--- src/include/spi_port_pkg.sv ---
// constants and types shared by the serial peripheral port
package spi_port_pkg;
	localparam int CHAR_BITS      = 8;
	localparam int FIFO_DEPTH     = 4;
	localparam int DIV_WIDTH      = 8;
	localparam logic [7:0] DIV_RESET = 8'h04;
	localparam logic [7:0] CHAR_RESET = 8'h00;
	localparam int SYS_CLK_HZ     = 10000000;
	localparam int SYNC_STAGES    = 2;

	typedef enum logic [1:0] {
		st_idle,
		st_shift,
		st_done
	} master_state_type;
endpackage

--- src/logic/spi_fifo.sv ---
// small synchronous fifo with valid/ready on both sides
`timescale 1ns/1ns
module spi_fifo #(
	parameter int WIDTH = 8,
	parameter int DEPTH = 4
) (
	input  wire logic             clk_sys,   // system clock
	input  wire logic             rstn,      // async reset, active low
	input  wire logic [WIDTH-1:0] in_data,   // write data
	input  wire logic             in_valid,  // write request
	output logic                  in_ready,  // not full
	output logic      [WIDTH-1:0] out_data,  // head word
	output logic                  out_valid, // not empty
	input  wire logic             out_ready  // consumer takes head
);
	localparam int AW = $clog2(DEPTH);
	logic [WIDTH-1:0] mem [DEPTH];
	logic [AW-1:0]    wr_ptr;
	logic [AW-1:0]    rd_ptr;
	logic [AW:0]      count;
	logic [AW-1:0]    next_wr_ptr;
	logic [AW-1:0]    next_rd_ptr;
	logic [AW:0]      next_count;
	logic             push;
	logic             pop;
	logic             next_in_ready;

	always_comb begin
		push = in_valid && in_ready;
		pop = out_valid && out_ready;
		next_wr_ptr = push ? ((wr_ptr == AW'(DEPTH - 1)) ? '0 : wr_ptr + 1'b1)
			: wr_ptr;
		next_rd_ptr = pop ? ((rd_ptr == AW'(DEPTH - 1)) ? '0 : rd_ptr + 1'b1)
			: rd_ptr;
		next_count = count + (AW+1)'(push) - (AW+1)'(pop);
		// registered so the full flag leaves the port straight from a flop
		next_in_ready = (next_count != (AW+1)'(DEPTH));
	end

	always_ff @(posedge clk_sys or negedge rstn) begin
		if (!rstn) begin
			wr_ptr <= '0;
			rd_ptr <= '0;
			count  <= '0;
			in_ready <= 1'b1;
		end else begin
			wr_ptr <= next_wr_ptr;
			rd_ptr <= next_rd_ptr;
			count  <= next_count;
			in_ready <= next_in_ready;
		end
	end

	always_ff @(posedge clk_sys) begin
		if (push) begin
			mem[wr_ptr] <= in_data;
		end
	end

	assign out_valid = (count != '0);
	assign out_data  = mem[rd_ptr];
endmodule // spi_fifo

--- src/logic/spi_multi_master_port.sv ---
// serial peripheral port with master/slave modes and collision detect
// Contract
// [RULE1] The port moves whole characters full duplex over clock, out data, in data and select.
// [RULE2] One shift register serves transmit and receive, fed by a clock divider and a control unit.
// [RULE3] On a shared bus every serial pin is driven open-drain so two drivers never fight.
// [RULE4] Only one master is active at a time and it selects one slave by pulling its select low.
// [RULE5] As master the port drives serial clock and master-out data toward all slaves.
// [RULE6] As the selected slave the port drives master-in data, and only the selected slave does.
// [RULE7] A master whose select pin is an input sets the collision flag when that pin goes low.
// [RULE8] Slave operation is entered with port_on 1, master_select 0 and select_pin_direction 0.
// [RULE9] A deselected slave ignores clock and data and leaves master-in undriven.
`timescale 1ns/1ns
module spi_multi_master_port
	import spi_port_pkg::*;
#(
	parameter int                 WIDTH = CHAR_BITS,
	parameter int                 DEPTH = FIFO_DEPTH,
	parameter logic [DIV_WIDTH-1:0] DIV_DEFAULT = DIV_RESET
) (
	input  wire logic                 clk_sys,              // 10 MHz clock
	input  wire logic                 rstn,                 // async reset
	input  wire logic                 port_on,              // port enable
	input  wire logic                 master_select,        // 1 master
	input  wire logic                 select_pin_direction, // 1 ss output
	input  wire logic                 clk_phase,            // sample edge
	input  wire logic                 open_drain,           // shared bus
	input  wire logic [DIV_WIDTH-1:0] baud_div,             // half period
	input  wire logic [WIDTH-1:0]     tx_data,              // char to send
	input  wire logic                 tx_valid,             // char offered
	output logic                      tx_ready,             // fifo space
	output logic      [WIDTH-1:0]     rx_data,              // char received
	output logic                      rx_valid,             // one pulse
	input  wire logic                 collision_clear,      // clear flag
	output logic                      collision,            // mode fault
	output logic                      busy,                 // shifting
	output logic                      slave_mode,           // slave active
	input  wire logic                 sck_in,               // clock pin
	output logic                      sck_out,              // clock drive
	output logic                      sck_oe_n,             // low drives
	input  wire logic                 mosi_in,              // mosi pin
	output logic                      mosi_out,             // mosi drive
	output logic                      mosi_oe_n,            // low drives
	input  wire logic                 miso_in,              // miso pin
	output logic                      miso_out,             // miso drive
	output logic                      miso_oe_n,            // low drives
	input  wire logic                 ss_in,                // select pin
	output logic                      ss_out,               // select drive
	output logic                      ss_oe_n               // low drives
);
	localparam int CW = $clog2(WIDTH + 1);

	// pin synchronisers: stage a is read only by stage b
	logic [3:0] sync_a;
	logic [3:0] sync_b;
	logic [3:0] sync_c;
	always_ff @(posedge clk_sys or negedge rstn) begin
		if (!rstn) begin
			sync_a <= 4'hF;
			sync_b <= 4'hF;
			sync_c <= 4'hF;
		end else begin
			sync_a <= {ss_in, sck_in, mosi_in, miso_in};
			sync_b <= sync_a;
			sync_c <= sync_b;
		end
	end
	logic ss_s, sck_s, mosi_s, miso_s, sck_d;
	assign {ss_s, sck_s, mosi_s, miso_s} = sync_b;
	assign sck_d = sync_c[2];

	logic is_master, is_slave, slave_sel;
	assign is_master = port_on && master_select;
	assign is_slave  = port_on && !master_select && !select_pin_direction; // see [RULE8]
	assign slave_sel = is_slave && !ss_s; // see [RULE9]

	// transmit buffer
	logic [WIDTH-1:0] fifo_data;
	logic             fifo_valid;
	logic             fifo_pop;
	spi_fifo #(.WIDTH(WIDTH), .DEPTH(DEPTH)) u_txq (
		.clk_sys   (clk_sys),
		.rstn      (rstn),
		.in_data   (tx_data),
		.in_valid  (tx_valid),
		.in_ready  (tx_ready),
		.out_data  (fifo_data),
		.out_valid (fifo_valid),
		.out_ready (fifo_pop)
	);

	master_state_type state, next_state;
	logic [WIDTH-1:0]     shreg, next_shreg;         // see [RULE2]
	logic [CW-1:0]        bitcnt, next_bitcnt;
	logic [DIV_WIDTH-1:0] divcnt, next_divcnt;
	logic                 sck_q, next_sck_q;
	logic                 mosi_q, next_mosi_q;
	logic                 miso_q, next_miso_q;
	logic                 ssq, next_ssq;
	logic                 col, next_col;
	logic                 rxv, next_rxv;
	logic [WIDTH-1:0]     rxd, next_rxd;
	logic                 smode, next_smode;
	logic                 tick;
	logic                 next_busy;

	// one-cycle enable from the divider gives the serial half period
	assign tick = (divcnt == '0);

	always_comb begin
		next_state  = state;
		next_shreg  = shreg;
		next_bitcnt = bitcnt;
		next_divcnt = (tick || state == st_idle) ? baud_div : divcnt - 1'b1;
		next_sck_q  = sck_q;
		next_mosi_q = mosi_q;
		next_miso_q = miso_q;
		next_ssq    = 1'b1;
		next_col    = col;
		next_rxv    = 1'b0;
		next_rxd    = rxd;
		next_smode  = is_slave;
		fifo_pop    = 1'b0;
		// set wins over clear
		if (collision_clear)
			next_col = 1'b0;
		if (is_master && !select_pin_direction && !ss_s)
			next_col = 1'b1; // see [RULE7]
		unique case (state)
		st_idle: begin
			next_sck_q = 1'b0;
			next_bitcnt = '0;
			if (is_master && fifo_valid && !next_col) begin
				fifo_pop = 1'b1;
				next_shreg = fifo_data;
				next_mosi_q = fifo_data[WIDTH-1];
				next_state = st_shift;
			end else if (slave_sel) begin
				next_shreg = fifo_valid ? fifo_data : CHAR_RESET;
				fifo_pop = fifo_valid;
				next_miso_q = fifo_valid ? fifo_data[WIDTH-1] : 1'b0;
				next_state = st_shift;
			end
		end
		st_shift: begin
			if (is_master) begin
				next_ssq = select_pin_direction ? 1'b0 : 1'b1; // see [RULE4]
				if (next_col) begin
					next_state = st_idle; // fault aborts the character
				end else if (tick) begin
					next_sck_q = !sck_q; // see [RULE5]
					if (sck_q == clk_phase) begin
						next_shreg = {shreg[WIDTH-2:0], miso_s}; // see [RULE1]
						next_bitcnt = bitcnt + 1'b1;
					end else if (bitcnt != '0) begin
						next_mosi_q = shreg[WIDTH-1];
					end
					// judge on the updated count, so phase 1 stops at its 8th sample
					if (sck_q && next_bitcnt == CW'(WIDTH))
						next_state = st_done;
				end
			end else if (slave_sel) begin
				if (sck_s != sck_d) begin
					if (sck_s != clk_phase) begin
						next_shreg = {shreg[WIDTH-2:0], mosi_s}; // see [RULE1]
						next_bitcnt = bitcnt + 1'b1;
						if (bitcnt == CW'(WIDTH - 1))
							next_state = st_done;
					end else if (bitcnt != '0) begin
						next_miso_q = shreg[WIDTH-1]; // see [RULE6]
					end
				end
			end else begin
				next_state = st_idle; // see [RULE9]
			end
		end
		st_done: begin
			next_rxv = 1'b1;
			next_rxd = shreg;
			next_sck_q = 1'b0;
			next_state = st_idle;
		end
		endcase
		next_busy = (next_state != st_idle);
	end

	always_ff @(posedge clk_sys or negedge rstn) begin
		if (!rstn) begin
			state  <= st_idle;
			shreg  <= CHAR_RESET;
			bitcnt <= '0;
			divcnt <= DIV_DEFAULT;
			sck_q  <= 1'b0;
			mosi_q <= 1'b0;
			miso_q <= 1'b0;
			ssq    <= 1'b1;
			col    <= 1'b0;
			rxv    <= 1'b0;
			rxd    <= CHAR_RESET;
			smode  <= 1'b0;
			busy   <= 1'b0;
		end else begin
			state  <= next_state;
			shreg  <= next_shreg;
			bitcnt <= next_bitcnt;
			divcnt <= next_divcnt;
			sck_q  <= next_sck_q;
			mosi_q <= next_mosi_q;
			miso_q <= next_miso_q;
			ssq    <= next_ssq;
			col    <= next_col;
			rxv    <= next_rxv;
			rxd    <= next_rxd;
			smode  <= next_smode;
			busy   <= next_busy;
		end
	end

	// pin drivers; open drain only ever pulls low, a one is released
	logic sck_en, mosi_en, miso_en, ss_en;
	logic next_sck_oe_n, next_mosi_oe_n, next_miso_oe_n, next_ss_oe_n;
	always_comb begin
		sck_en  = is_master;                                  // see [RULE5]
		mosi_en = is_master;
		miso_en = slave_sel && state != st_idle;              // see [RULE6]
		ss_en   = is_master && select_pin_direction;          // see [RULE4]
		next_sck_oe_n  = !(sck_en && !(open_drain && next_sck_q));  // see [RULE3]
		next_mosi_oe_n = !(mosi_en && !(open_drain && next_mosi_q));
		next_miso_oe_n = !(miso_en && !(open_drain && next_miso_q));
		next_ss_oe_n   = !(ss_en && !(open_drain && next_ssq));
	end
	always_ff @(posedge clk_sys or negedge rstn) begin
		if (!rstn) begin
			sck_oe_n  <= 1'b1;
			mosi_oe_n <= 1'b1;
			miso_oe_n <= 1'b1;
			ss_oe_n   <= 1'b1;
		end else begin
			sck_oe_n  <= next_sck_oe_n;
			mosi_oe_n <= next_mosi_oe_n;
			miso_oe_n <= next_miso_oe_n;
			ss_oe_n   <= next_ss_oe_n;
		end
	end

	assign sck_out    = sck_q;
	assign mosi_out   = mosi_q;
	assign miso_out   = miso_q;
	assign ss_out     = ssq;
	assign collision  = col;
	assign rx_valid   = rxv;
	assign rx_data    = rxd;
	assign slave_mode = smode;
endmodule // spi_multi_master_port

--- config.mk ---
export PLATFORM = sky130hd
export DESIGN_NAME = spi_multi_master_port
export DESIGN_NICKNAME = d
export VERILOG_FILES = /design/src/include/spi_port_pkg.sv /design/src/logic/spi_fifo.sv /design/src/logic/spi_multi_master_port.sv
export SDC_FILE = /design/constraint.sdc
export NUM_CORES = 1
export LEC_CHECK = 0
export ABC_AREA = 1
export CAP_MARGIN = 40
export CORE_ASPECT_RATIO = 0.8
export CORE_UTILIZATION = 62
export DETAILED_ROUTE_END_ITERATION = 7
export DONT_BUFFER_PORTS = 1
export MAX_ROUTING_LAYER = met4
export PLACE_DENSITY = 0.78
export SETUP_SLACK_MARGIN = 0.4
export SLEW_MARGIN = 20
export SYNTH_ARGS = -nofsm -noshare
export SYNTH_HDL_FRONTEND = slang
export SYNTH_SLANG_ARGS = --single-unit
export TNS_END_PERCENT = 1
--- constraint.sdc ---
create_clock -name clk_sys -period 2.75 [get_ports clk_sys]
set_clock_uncertainty 0.15 [all_clocks]
set_input_delay 0.4125 -clock clk_sys [delete_from_list [all_inputs] [get_ports clk_sys]]
set_output_delay 0.4125 -clock clk_sys [all_outputs]
set_load 0.05 [all_outputs]
# --- Yosys cells after proc, flatten, opt, wreduce, memory -nomap -nowiden ---
# Memory sizes are Yosys's and may differ from the RTL's.
# Cells that the tools add are included.
classes:
  add_sub_neg: 6
  n_mux: 68
  eq_ne: 17
  n_reduce_logical: 45
op_table:
  columns: ["operator", "count"]
  rows:
  - ["8-bit two-way mux", 11]
  - ["4-bit two-way mux", 11]
  - ["1-bit two-way mux", 28]
  - ["2-bit two-way mux", 12]
  - ["1-bit logical AND", 21]
  - ["3-bit inequality test, second input constant", 7]
  - ["8-bit one-hot mux with 2 select lines", 1]
  - ["1-bit zero test", 13]
  - ["8-bit zero test", 1]
  - ["4-bit one-hot mux with 2 select lines", 1]
  - ["8-bit AND reduction", 1]
  - ["8-bit by 1-bit subtractor with 8-bit output, second input constant", 1]
  - ["2-bit equality test, second input constant", 3]
  - ["1-bit one-hot mux with 2 select lines", 3]
  - ["2-bit one-hot mux with 3 select lines", 1]
  - ["6-bit AND reduction", 1]
  - ["2-bit nonzero test", 3]
  - ["2-bit by 1-bit adder with 2-bit output, second input constant", 2]
  - ["4-bit by 1-bit adder with 4-bit output, second input constant", 1]
  - ["4-bit by 3-bit equality test with 1-bit output, second input constant", 1]
  - ["4-bit equality test, second input constant", 1]
  - ["4-bit nonzero test", 1]
  - ["3-bit by 1-bit adder with 3-bit output", 1]
  - ["3-bit by 2-bit inequality test with 1-bit output, second input constant", 1]
  - ["8 further kinds", 9]
totals:
  input_bits: 29
  ramBits: 32
  register_bits: 61
  memories: 1
  out_inout_bits: 21
  elab_cells: 161
mem_list:
  columns: ["memory", "depth", "width", "rd", "rd_clocked_by_memory_dff", "wr", "line_no", "source"]
  rows:
  - ["u_txq.mem", 4, 8, 1, 0, 1, "spi_fifo.sv:17", "logic [WIDTH-1:0] mem [DEPTH];"]

# --- Depth between registers and ports, before layout ---
# Gate-level depths: netlist of the first run.
depth:
  depth_word: 15
  ltp_mapped: 13
  ltp_nobuf: 13

# --- Modules after synthesis ---
# A second synthesis of the first run with hierarchy kept.
unflattened:
  cells_unflattened: 483
  area_unflattened_um2: 4473.0
modules_own_cells:
  columns: ["mod", "area_each_um2", "cells_per_inst", "instances", "seq_area_each_um2"]
  rows:
  - ["spi_multi_master_port", 2688.8, 334, 1, 1295.0]
  - ["spi_fifo", 1784.2, 149, 1, 1162.4]

# --- Worst setup path after synthesis of the first run ---
# OpenSTA, ideal clock, no wires.
synth_timing:
  path_type: "reg2reg"
  startpoint: "register col, in the netlist collision"
  endpoint: "register u_txq.in_ready"
  required_time_ps: 2518
  t_arrival_ps: 2341
  path_slack_ps: 177
  synth_period_minus_slack_ps: 2573
  path_stages_with_launch: 12
  n_path_buf: 0
  setup_time_ps: 82
  cell_sequence: "dfrtp_1 > nand2_1 > nand3_4 > nor2_2 > nor2_1 > nor3_2 > ha_1 > inv_1 > ha_1 > fa_1 > xor2_1 > nand2_1"
synth_between:
  elab_chain_cells: 9
synth_lines:
  columns: ["item", "line_no", "source"]
  rows:
  - ["start, declared", "spi_multi_master_port.sv:99", "logic col, next_col;"]
  - ["start signal, assigned", "spi_multi_master_port.sv:210", "col <= next_col;"]
  - ["1-bit two-way mux", "spi_multi_master_port.sv:124", "if (collision_clear)"]
  - ["1-bit two-way mux", "spi_multi_master_port.sv:126", "if (is_master && !select_pin_direction && !ss_s)"]
  - ["1-bit zero test", "spi_multi_master_port.sv:132", "if (is_master && fifo_valid && !next_col) begin"]
  - ["1-bit logical AND", "spi_multi_master_port.sv:132", null]
  - ["1-bit two-way mux", "spi_multi_master_port.sv:132", null]
  - ["1-bit two-way mux", "spi_multi_master_port.sv:128", "unique case (state)"]
  - ["1-bit logical AND", "spi_fifo.sv:30", "pop = out_valid && out_ready;"]
  - ["net u_txq.pop", "spi_fifo.sv:25", "logic pop;"]
  - ["3-bit by 1-bit subtractor with 3-bit output", "spi_fifo.sv:35", "next_count = count + (AW+1)'(push) - (AW+1)'(pop);"]
  - ["net u_txq.next_count[2]", "spi_fifo.sv:23", "logic [AW:0] next_count;"]
  - ["3-bit inequality test", "spi_fifo.sv:37", "next_in_ready = (next_count != (AW+1)'(DEPTH));"]
  - ["net u_txq.next_in_ready", "spi_fifo.sv:26", "logic next_in_ready;"]
  - ["end signal, assigned", "spi_fifo.sv:50", "in_ready <= next_in_ready;"]
  - ["end, declared", "spi_fifo.sv:11", "output logic in_ready,"]
# The timed path passes the listed nets, and every way through them passes these cells.
# A chain may end at the register's enable or synchronous reset.

# --- Worst setup path after layout of the first run ---
layout_timing:
  startpoint: "register sync_b[3]"
  endpoint: "register u_txq.count[1]"
layout_between:
  elab_chain_cells: 9
  word_cells_on_any_way: 11
  classes_between: "1 x add/sub; 4 x mux; 6 x reduce/logical"
layout_lines:
  columns: ["item", "line_no", "source"]
  rows:
  - ["start, declared", "spi_multi_master_port.sv:54", "logic [3:0] sync_b;"]
  - ["start signal, assigned", "spi_multi_master_port.sv:63", "sync_b <= sync_a;"]
  - ["1-bit zero test (*)", "spi_multi_master_port.sv:74, spi_multi_master_port.sv:126", null]
  - ["1-bit logical AND", "spi_multi_master_port.sv:126", null]
  - ["1-bit two-way mux", "spi_multi_master_port.sv:126", null]
  - ["1-bit zero test", "spi_multi_master_port.sv:132", null]
  - ["1-bit logical AND", "spi_multi_master_port.sv:132", null]
  - ["1-bit two-way mux (*)", "spi_multi_master_port.sv:132", null]
  - ["1-bit two-way mux (*)", "spi_multi_master_port.sv:128", null]
  - ["1-bit logical AND (*)", "spi_fifo.sv:30", null]
  - ["net u_txq.pop", "spi_fifo.sv:25", null]
  - ["3-bit by 1-bit subtractor with 3-bit output (*)", "spi_fifo.sv:35", null]
  - ["net u_txq.next_count[1]", "spi_fifo.sv:23", null]
  - ["end signal, assigned", "spi_fifo.sv:49", "count <= next_count;"]
  - ["end, declared", "spi_fifo.sv:20", "logic [AW:0] count;"]
# Mark *: on every way through the listed nets, which the timed path passes. The rest lies on a longest branch.

==> impl_metrics.csv, run 1 <==
group,metric,value,unit
outcome,status,"complete, no violations",
final_layout,finalInstanceArea,4870,µm²
sta,hold_viol_final,0,
cts,cts_htree_levels,3,
worst_setup_path,crit_arrival,2.56,ns
place,place_area,4390,µm²
place,place_hpwl,6090,µm
worst_setup_path,cp_max_fo,2,
final_layout,final_layout_size_suffix_gt1_share,16.9,%
floorplanning,core.rowCount,26,
sta,setup_violations,0,
synthesis,syn_area,4220,µm²
floorplanning,dieWidth,94.2,µm
worst_setup_path,startpoint,"sync_b[3]$_DFF_PN1_",
cts,cts_root_buf,"clkbuf_8",
synthesis,synth_top_area_share,25.5,%
worst_setup_path,endpoint_kind,"flop",
pwr,power,5.44,mW
final_layout,synthToLayoutAreaGrowth,15.6,%
sta,setup_slack,0.285,ns
floorplanning,core_area,6470,µm²
worst_setup_path,rr_worst_depth,11,
final_layout,final_common_cell,"nand2_1",
sta,min_period,2.46,ns
final_layout,final_nets,517,
global_routing,grt_pass1_vias,2877,
cts,cts_buffers,9,
pwr,power.leakage,2.15,nW
sta,worst_pin_slew,0.692,ns
final_layout,fin_util,75.3,%
global_routing,overflow,0,
sta,rsz0062_at_grt,"true",
final_layout,fill_cells,440,
synthesis,yosys_warnings,0,
worst_setup_path,critical_path_required,2.85,ns
place,gp_congestion,0.878,
worst_setup_path,rr_endpoint,"u_txq.count[1]$_DFF_PN0_",
global_routing,grt_antenna_before_repair,0,
drt,num_vias,3128,
drt,ant_nets,0,
global_routing,grt_usage,26.8,%
synthesis,synthTopCellsByArea,"dfrtp_1 26%, edfxtp_1 23%, dfstp_2 10%",
pwr,irDropWorstVdd,0.696,mV
worst_setup_path,ff2ff_setup_slack,0.29,ns
synthesis,synth_nets,482,
sta,fin_crit_sh,89.6,%
synthesis,yosys_register_bits,91,
drt,wl,8910,µm
synthesis,synth_cell_types,35,
cts,clock_path_buffers,2,
final_layout,final_cell_mix,"84 x nand2_1, 55 x inv_1, 42 x dfrtp_1",
sta,finalSetupTns,0,ns
sta,slew_viol_final,0,
cts,clock-sinks,91,
drt,drtPass1Iterations,5,
final_layout,antenna_cells,0,
cts,cts_tree,"done",
drt,drt_iter0_drc,293,
sta,fmax,0.406,GHz
floorplanning,boundaryPins,50,
drt,viasPerCell,5.57,
synthesis,postSynthAreaPerCell,9.62,µm²
worst_setup_path,crit_path_end,"u_txq.count[1]$_DFF_PN0_",
synthesis,yosysTopAreaCell,"dfrtp_1",
min_path,hp-class,"primary input to flop",
pwr,powerDensity,1120,nW/µm²
place,io_buffers,0,
place,place_ws,0.0934,ns
global_routing,grt_max_degree,60,
floorplanning,die_y,75.8,µm
sta,relSlewSlack,53.9,%
job,cap_violations,0,
drt,drc,0,
worst_setup_path,r2r-start,"sync_b[3]$_DFF_PN1_",
synthesis,syn_inst,438,
floorplanning,dieArea,7130,µm²
worst_setup_path,setup.worst_path.start_class,"flop",
global_routing,grt_pass1_wl,13500,µm
drt,routedWlPerCell,15.8,µm
worst_setup_path,worstSetupPathType,"flop to flop",
floorplanning,initial_core_util,65.1,%
cts,clkSlewWorstSetupHoldPaths,0.09,ns
cts,clk_latency,0.36,ns
synthesis,ys_seq_area_share,58.3,%
-- layout make-up --
| cell class | instances | area (µm²) | share of cell area [%] |
|---|---|---|---|
| Timing Repair Buffer | 34 | 325 | 6.67 |
| Clock inverter | 4 | 71.3 | 1.46 |
| Clock buffer | 12 | 155 | 3.18 |
| Sequential cell | 91 | 2460 | 50.4 |
| Multi-Input combinational cell | 273 | 1510 | 31.1 |
| Inverter | 64 | 245 | 5.03 |
| Tap cell | 84 | 105 | 2.16 |
-- Yosys cell counts --
cell type and number:
o22ai_1 18, or2_2 2, clkbuf_1 5, ha_1 14, o21ai_2 2, a31oi_1 2, nand3_4 1, xnor2_1 4
nor3_2 2, a21oi_1 14, inv_1 58, xor2_1 5, nand2_1 86, nor2_1 42, nor2_4 1, nand2_4 1
nand4_1 3, nand2_2 1, fa_1 1, nor2_2 3, inv_2 4, nor3_4 1, dfstp_2 16, o21ai_0 41
buf_6 1, dfrtp_1 43, clkinv_4 1, nand3_1 20, nand3_2 1, clkinv_1 1, o31ai_1 1, edfxtp_1 32
nor3_1 5, buf_2 4, o211ai_1 2
-- metrics by stage --
stage / cells / hold slack (ns)
2_1_floorplan: 438 / -0.0331
3_3_place_gp: 523 / -0.0313
3_5_place_dp: 523 / -0.0318
4_1_cts: 560 / 0.0140
5_1_grt: 562 / 0.00706
6_report: 562 / 0.0250
-- logic make-up (layout without fill, tap and decap cells) --
family / count (synthesis) / count (layout) / synth area share (%)
and+or+nand+nor: 169 / 169 / 17.8
xor gates and xnor gates: 9 / 9 / 1.87
adders and majority gates: 15 / 15 / 4.63
buffers and inverters: 74 / 114 / 7.00
DFF: 91 / 91 / 58.3
AOI/OAI and AO/OA: 80 / 80 / 10.4
-- routing by layer --
metal	up-vias	wire length, µm	global-route usage (%)
met5	-	0	-
met2	139	4230	42.2
met3	15	621	7.39
met4	0	111	7.18
li1	1506	-	-
met1	1468	3940	34.8
-- critical path, stage by stage, from the launching register on --
cell,delay [ns]
dfstp_2,0.53
inv_2,0.04
nand2_4,0.06
nand3_4,0.07
nor2_4,0.14
nor2_4,0.05
nor3_4,0.20
ha_1,0.28
inv_2,0.08
ha_4,0.13
fa_1,0.45
buf_4,0.16
-- report_power, final --
group / internal, mW / leakage [nW] / switching, mW
Sequential: 1.82 / 0.992 / 0.598
Combinational: 0.764 / 1.05 / 1.25
Clock: 0.561 / 0.117 / 0.443
Total: 3.15 / 2.15 / 2.29
-- state kept, by name, summed over array words and instances (netlist names), 3 cells and up --
name and cells:
bitcnt 4, divcnt 8, rx_data 8, shreg 8
sync_a 4, sync_b 4, u_txq.count 3, u_txq.mem 32
-- worst min path at each step --
stage	startpoint	to	slack (ns)	depth (start not counted)
after floorplan	rstn	bitcnt[0]$_DFFE_PN0P_	-0.03	0
after global placement	rstn	rx_data[5]$_DFFE_PN0P_	-0.03	0
after detailed placement	rstn	rx_data[2]$_DFFE_PN0P_	-0.03	0
after CTS	open_drain	sck_oe_n$_DFF_PN1_	0.01	2
after global routing	baud_div[2]	divcnt[2]$_DFF_PN1_	0.007	2
final	baud_div[2]	divcnt[2]$_DFF_PN1_	0.02	2
-- what timing repair did --
item                                    in CTS  in global routing
gates resized for setup                      3                  4
hold buffers                                16                  0
endpoints found under the setup margin       3                 11
buffers inserted                             5                  2
endpoints found under the hold margin       96                  0
cloned                                       0                  0
pin swaps                                    7                  8
Note: power is estimated with default switching activity, not from simulation.
==> run 2, diff against run 1 <==
- BUFFER_PORTS_ARGS: not set -> -buffer_cell sky130_fd_sc_hd__buf_2
- CORE_UTILIZATION: 62 -> 58
- DONT_BUFFER_PORTS: 1 -> not set
- PLACE_DENSITY: 0.78 -> 0.79
==> run 2 against run 1 <==
Die area is 6.7% higher. Critical path depth is 1 higher. Power is 1.3% lower. Setup slack better by 0.078 ns. Non-clock buffer count is 33 higher. Sequential cell count stayed put. Final area is 1.3% higher. Critical endpoint is now u_txq.in_ready$_DFF_PN1_. Largest power group is now combinational logic.
==> impl_metrics.csv, run 2 (same netlist as run 1, synthesis figures left out) <==
group,metric,value,unit
job,cap_violations,0,
cts,clock_path_buffers,2,
cts,clkSlewWorstSetupHoldPaths,0.09,ns
sta,relSlewSlack,49.0,%
final_layout,synthToLayoutAreaGrowth,17.2,%
cts,clock-sinks,91,
global_routing,grt_antenna_before_repair,0,
final_layout,antenna_cells,0,
pwr,irDropWorstVdd,0.539,mV
final_layout,largest_register,"u_txq.mem",
cts,cts_buffers,9,
worst_setup_path,crit_arrival,2.52,ns
drt,drc,0,
sta,worst_pin_slew,0.762,ns
floorplanning,die_y,78.3,µm
sta,finalSetupTns,0,ns
pwr,powerDensity,1090,nW/µm²
final_layout,final_layout_size_suffix_gt1_share,24.1,%
floorplanning,dieWidth,97.3,µm
worst_setup_path,cp_max_fo,2,
sta,hold_viol_final,0,
worst_setup_path,worstSetupPathType,"flop to flop",
worst_setup_path,crit_family,"adder cells",
final_layout,final_cell_mix,"84 x nand2_1, 57 x inv_1, 49 x buf_2",
floorplanning,boundaryPins,50,
worst_setup_path,path_buf_inv,2,
floorplanning,initial_core_util,60.6,%
worst_setup_path,critical_path_required,2.89,ns
worst_setup_path,crit_slowest_cell,"dfstp_2",
sta,fmax,0.419,GHz
sta,min_period,2.39,ns
drt,drt_iter0_drc,278,
pwr,power,5.37,mW
cts,cts_tree,"done",
drt,routedWlPerCell,14.3,µm
floorplanning,core_area,6960,µm²
sta,fin_crit_sh,86.8,%
drt,ant_nets,0,
drt,wl,8540,µm
min_path,hp-class,"primary input to flop",
place,gp_congestion,0.922,
drt,drtPass1Iterations,5,
floorplanning,core.rowCount,27,
final_layout,final_nets,550,
worst_setup_path,cpMostUsedCell,"nor2_4",
final_layout,largest_register_ffs,32,
drt,num_vias,3217,
sta,setup_violations,0,
pwr,power.leakage,2.26,nW
place,place_ws,0.0360,ns
global_routing,overflow,0,
global_routing,grt_max_degree,32,
cts,cts_htree_levels,3,
drt,viasPerCell,5.38,
global_routing,grt_usage,25.1,%
sta,rsz0062_at_grt,"true",
worst_setup_path,endpoint_kind,"flop",
global_routing,grt_pass1_vias,3088,
cts,cts_root_buf,"clkbuf_8",
outcome,status,"complete, no violations",
place,io_buffers,49,
cts,clk_latency,0.36,ns
floorplanning,dieArea,7610,µm²
sta,slew_viol_final,0,
global_routing,grt_pass1_wl,14400,µm
sta,setup_slack,0.364,ns
worst_setup_path,max_stage_delay,0.53,ns
worst_setup_path,path_cells,"inv_2, nand2_2, nand3_4, nor2_4, nor2_4, nor3_4, ha_1, inv_1, ha_2, fa_1, nor2_2, nand2_1",
worst_setup_path,setup.worst_path.start_class,"flop",
place,place_hpwl,6160,µm
final_layout,final_common_cell,"nand2_1",
run 2: what timing repair did:
action / 4_1_cts / 5_1_grt
gates resized for setup: 2 / 1
buffers inserted: 5 / 1
endpoints found under the setup margin: 3 / 11
pin swaps: 7 / 2
endpoints found under the hold margin: 25 / 0
hold buffers: 5 / 0
run 2: per-stage QoR:
| step | instances | cell area (µm²) | hold slack, ns | util (%) |
|---|---|---|---|---|
| finish | 598 | 4940 | 0.0665 | 71.0 |
| global route | 598 | 4940 | 0.0555 | 71.0 |
| CTS | 597 | 4920 | 0.0558 | 70.7 |
| detailed placement | 571 | 4620 | 0.198 | 66.3 |
| global placement | 571 | 4620 | 0.196 | 66.3 |
| floorplan | 438 | 4250 | -0.0331 | - |
run 2: area by class of cell:
type,count,area [µm²]
Sequential cell,91,2460
Timing Repair Buffer,67,418
Clock buffer,10,149
Multi-Input combinational cell,273,1500
Tap cell,87,109
Fill cell,521,2020
Clock inverter,6,61.3
Inverter,64,245
run 2: final timing paths:
| path | startpoint | endpoint | slack, ns | cells after the start |
|---|---|---|---|---|
| max in group asynchronous | rstn | sync_b[2]$_DFF_PN1_ | 1.32 | 3 |
| min | select_pin_direction | slave_mode$_DFF_PN0_ | 0.07 | 2 |
| min in group asynchronous | rstn | shreg[4]$_DFFE_PN0P_ | 0.46 | 2 |
| max | sync_b[3]$_DFF_PN1_ | u_txq.in_ready$_DFF_PN1_ | 0.36 | 12 |
| max reg2reg | sync_b[3]$_DFF_PN1_ | u_txq.in_ready$_DFF_PN1_ | 0.36 | 12 |
| min reg2reg | sync_a[1]$_DFF_PN1_ | sync_b[1]$_DFF_PN1_ | 0.21 | 0 |
run 2: power by group:
group	internal [mW]	switching, mW
Combinational	0.774	1.59
Clock	0.473	0.465
Sequential	1.83	0.236
Total	3.07	2.29
run 2: per-layer routing:
metal	vias to the layer above	GRT usage, %	wire length [µm]
li1	1571	-	-
met1	1525	34.5	3920
met2	113	37.9	3930
met3	8	5.34	602
met4	0	8.24	97
met5	-	-	0
==> run 3, diff against run 2 <==
- ABC_AREA: 1 -> not set
- GPL_TIMING_DRIVEN: not set -> 1
- PLACE_DENSITY: 0.79 -> 0.8
==> run 3 against run 2 <==
Routed wire length down 8.9%. Sequential share of layout area up 1.6 points. Sequential cell count unchanged. Fmax down 0.63%. Sequential power about the same. Largest power group is now registers. Highest routed layer unchanged.
==> impl_metrics.csv, run 3 <==
group,metric,value,unit
place,io_buffers,49,
cts,cts_root_buf,"clkbuf_8",
cts,clock_path_buffers,2,
drt,ant_nets,0,
drt,viasPerCell,5.68,
worst_setup_path,endpoint_kind,"flop",
synthesis,postSynthAreaPerCell,13.6,µm²
final_layout,final_cell_mix,"49 x buf_2, 42 x dfrtp_1, 32 x edfxtp_1",
synthesis,yosys_warnings,0,
worst_setup_path,max_stage_delay,0.40,ns
sta,relSlewSlack,56.3,%
synthesis,synthTopCellsByArea,"dfrtp_1 26%, edfxtp_1 24%, dfstp_2 10%",
drt,wl,7780,µm
synthesis,ys_seq_area_share,60.1,%
sta,slew_viol_final,0,
worst_setup_path,crit_arrival,2.54,ns
min_path,min_to,"divcnt[5]$_DFF_PN0_",
pwr,p_int,2.97,mW
pwr,p_switching,1.84,mW
worst_setup_path,r2r-start,"u_txq.count[2]$_DFF_PN0_",
place,place_ws,0.0709,ns
synthesis,syn_inst,301,
final_layout,largest_register,"u_txq.mem",
worst_setup_path,critical_path_required,2.89,ns
worst_setup_path,rr_worst_depth,9,
sta,fin_crit_sh,87.3,%
worst_setup_path,crit_family,"adder cells",
global_routing,grt_pass1_wl,12200,µm
cts,cts_htree_levels,3,
floorplanning,core_area,6600,µm²
synthesis,syn_area,4090,µm²
floorplanning,dieArea,7390,µm²
synthesis,synth_cell_types,53,
floorplanning,dieWidth,95.8,µm
cts,cts_tree,"done",
floorplanning,die_y,77.1,µm
global_routing,grt_pass1_vias,2569,
worst_setup_path,cp_max_fo,2,
global_routing,overflow,0,
pwr,switching_share,38.2,%
pwr,irDropWorstVdd,0.492,mV
global_routing,grt_antenna_before_repair,0,
final_layout,final_nets,417,
worst_setup_path,rr_endpoint,"u_txq.in_ready$_DFF_PN1_",
pwr,power,4.81,mW
synthesis,async_flop_share,64.8,%
cts,clock-sinks,91,
worst_setup_path,worstSetupPathType,"flop to flop",
final_layout,final_common_cell,"buf_2",
synthesis,synth_top_area_share,26.3,%
floorplanning,boundaryPins,50,
cts,clkSlewWorstSetupHoldPaths,0.09,ns
synthesis,synth_common_cells,"43 x dfrtp_1, 32 x edfxtp_1, 31 x nand2_1",
final_layout,antenna_cells,0,
min_path,worstHoldPathCells,3,
min_path,hp-class,"primary input to flop",
sta,min_period,2.40,ns
worst_setup_path,ff2ff_setup_slack,0.35,ns
synthesis,yosys_register_bits,91,
synthesis,synth_flop_cell,"dfrtp_1",
sta,fmax,0.416,GHz
min_path,hold_start,"baud_div[5]",
worst_setup_path,setup.worst_path.start_class,"flop",
synthesis,yosysTopAreaCell,"dfrtp_1",
drt,drc,0,
global_routing,grt_usage,23.3,%
worst_setup_path,path_buf_inv,2,
sta,hold_viol_final,0,
job,cap_violations,0,
pwr,clock_power_share,16.9,%
sta,finalSetupTns,0,ns
worst_setup_path,crit_slowest_cell,"or3_4",
final_layout,final_layout_size_suffix_gt1_share,38.1,%
synthesis,synth_edf_count,32,
synthesis,synth_most_common_cell,"dfrtp_1",
pwr,powerDensity,1000,nW/µm²
final_layout,largest_register_ffs,32,
sta,setup_violations,0,
sta,setup_slack,0.348,ns
drt,drt_iter0_drc,139,
place,gp_congestion,0.833,
sta,rsz0062_at_grt,"true",
floorplanning,initial_core_util,61.9,%
drt,routedWlPerCell,16.8,µm
cts,cts_buffers,9,
pwr,power.leakage,2.05,nW
place,place_hpwl,5350,µm
global_routing,grt_max_degree,33,
outcome,status,"complete, no violations",
drt,drtPass1Iterations,4,
pwr,p_comb_share,40.6,%
pwr,pwr-share-seq,42.4,%
worst_setup_path,path_cells,"or3_4, o211ai_1, inv_1, ha_4, inv_2, ha_4, fa_2, xnor2_2, nand2_1",
floorplanning,core.rowCount,26,
drt,num_vias,2626,
cts,clk_latency,0.36,ns
worst_setup_path,cpMostUsedCell,"ha_4",
final_layout,fill_cells,456,
synthesis,synth_nets,345,
final_layout,synthToLayoutAreaGrowth,17.2,%
sta,worst_pin_slew,0.655,ns
## run 3: cell types whose count changed after synthesis, sizes merged, moves of 18 or more
cell / change
inv: -46
mux2: +20
o21ai: -29
nand2: -56
nand3: -18
nor2: -34
o22ai: -18
## run 3: worst min-delay path, delay by kind of cell
kind,cells,cell delay [ns]
simple gates,1,0.04
buf+inv,1,0.08
compound gates,1,0.06
## run 3: cell type report
type                    instances  area (µm²)  share of cell area [%]
repair buffers                 70         428                    8.94
clock buffers                   9         124                    2.59
multi-input cells             185        1560                    32.6
inverters                      16        60.1                    1.25
flip-flops and latches         91        2460                    51.3
clock inverters                 7        50.0                    1.05
well taps                      84         105                    2.19
## run 3: power groups by stage
stage / logic [mW] / registers, mW / clock network (mW)
after global routing: 2.13 / 2.08 / 0.881
after CTS: 1.90 / 2.03 / 0.825
after floorplan: 1.13 / 2.29 / 0
final: 1.95 / 2.04 / 0.814
after global placement: 1.74 / 2.04 / 0
after detailed placement: 1.80 / 2.06 / 0
## run 3: cell families after synthesis
group	count (synthesis)	share of synthesized area, %
AOI/OAI and AO/OA	46	7.90
buffers and inverters	25	2.85
muxes	31	10.7
and+or+nand+nor	83	11.5
adders and majority gates	15	4.78
DFF	91	60.1
xor gates and xnor gates	10	2.14
## run 3: worst max path at each step
| stage | depth (start not counted) | start | slack, ns | end |
|---|---|---|---|---|
| finish | 9 | u_txq.count[2]$_DFF_PN0_ | 0.35 | u_txq.in_ready$_DFF_PN1_ |
| global route | 9 | u_txq.count[2]$_DFF_PN0_ | 0.26 | u_txq.in_ready$_DFF_PN1_ |
| CTS | 9 | u_txq.count[0]$_DFF_PN0_ | 0.38 | u_txq.in_ready$_DFF_PN1_ |
| detailed placement | 11 | select_pin_direction | 0.07 | u_txq.in_ready$_DFF_PN1_ |
| global placement | 11 | select_pin_direction | 0.17 | u_txq.in_ready$_DFF_PN1_ |
| floorplan | 10 | collision$_DFF_PN0_ | 0.30 | u_txq.in_ready$_DFF_PN1_ |
## run 3: metal layers
metal | track usage, % | routed length, µm | vias up
met5 | - | 0 | -
met4 | 8.51 | 80 | 0
met3 | 5.36 | 458 | 8
met2 | 34.9 | 3660 | 77
met1 | 31.4 | 3580 | 1299
li1 | - | - | 1242
## run 3: through the flow
| stage | std cells | cell area (µm²) | hold WS, ns | util, % |
|---|---|---|---|---|
| 3_5_place_dp | 433 | 4470 | 0.200 | 67.6 |
| 3_3_place_gp | 433 | 4470 | 0.196 | 67.6 |
| 4_1_cts | 460 | 4750 | 0.0953 | 71.9 |
| 2_1_floorplan | 301 | 4100 | -0.0331 | - |
| 6_report | 462 | 4790 | 0.112 | 72.5 |
| 5_1_grt | 462 | 4790 | 0.0894 | 72.5 |
## run 3: timing repair
item,4_1_cts,5_1_grt
hold buffers,5,0
hold endpoints to repair,26,0
buffers inserted,6,2
pin swaps,2,5
endpoints found under the setup margin,3,14
gates resized for setup,3,3
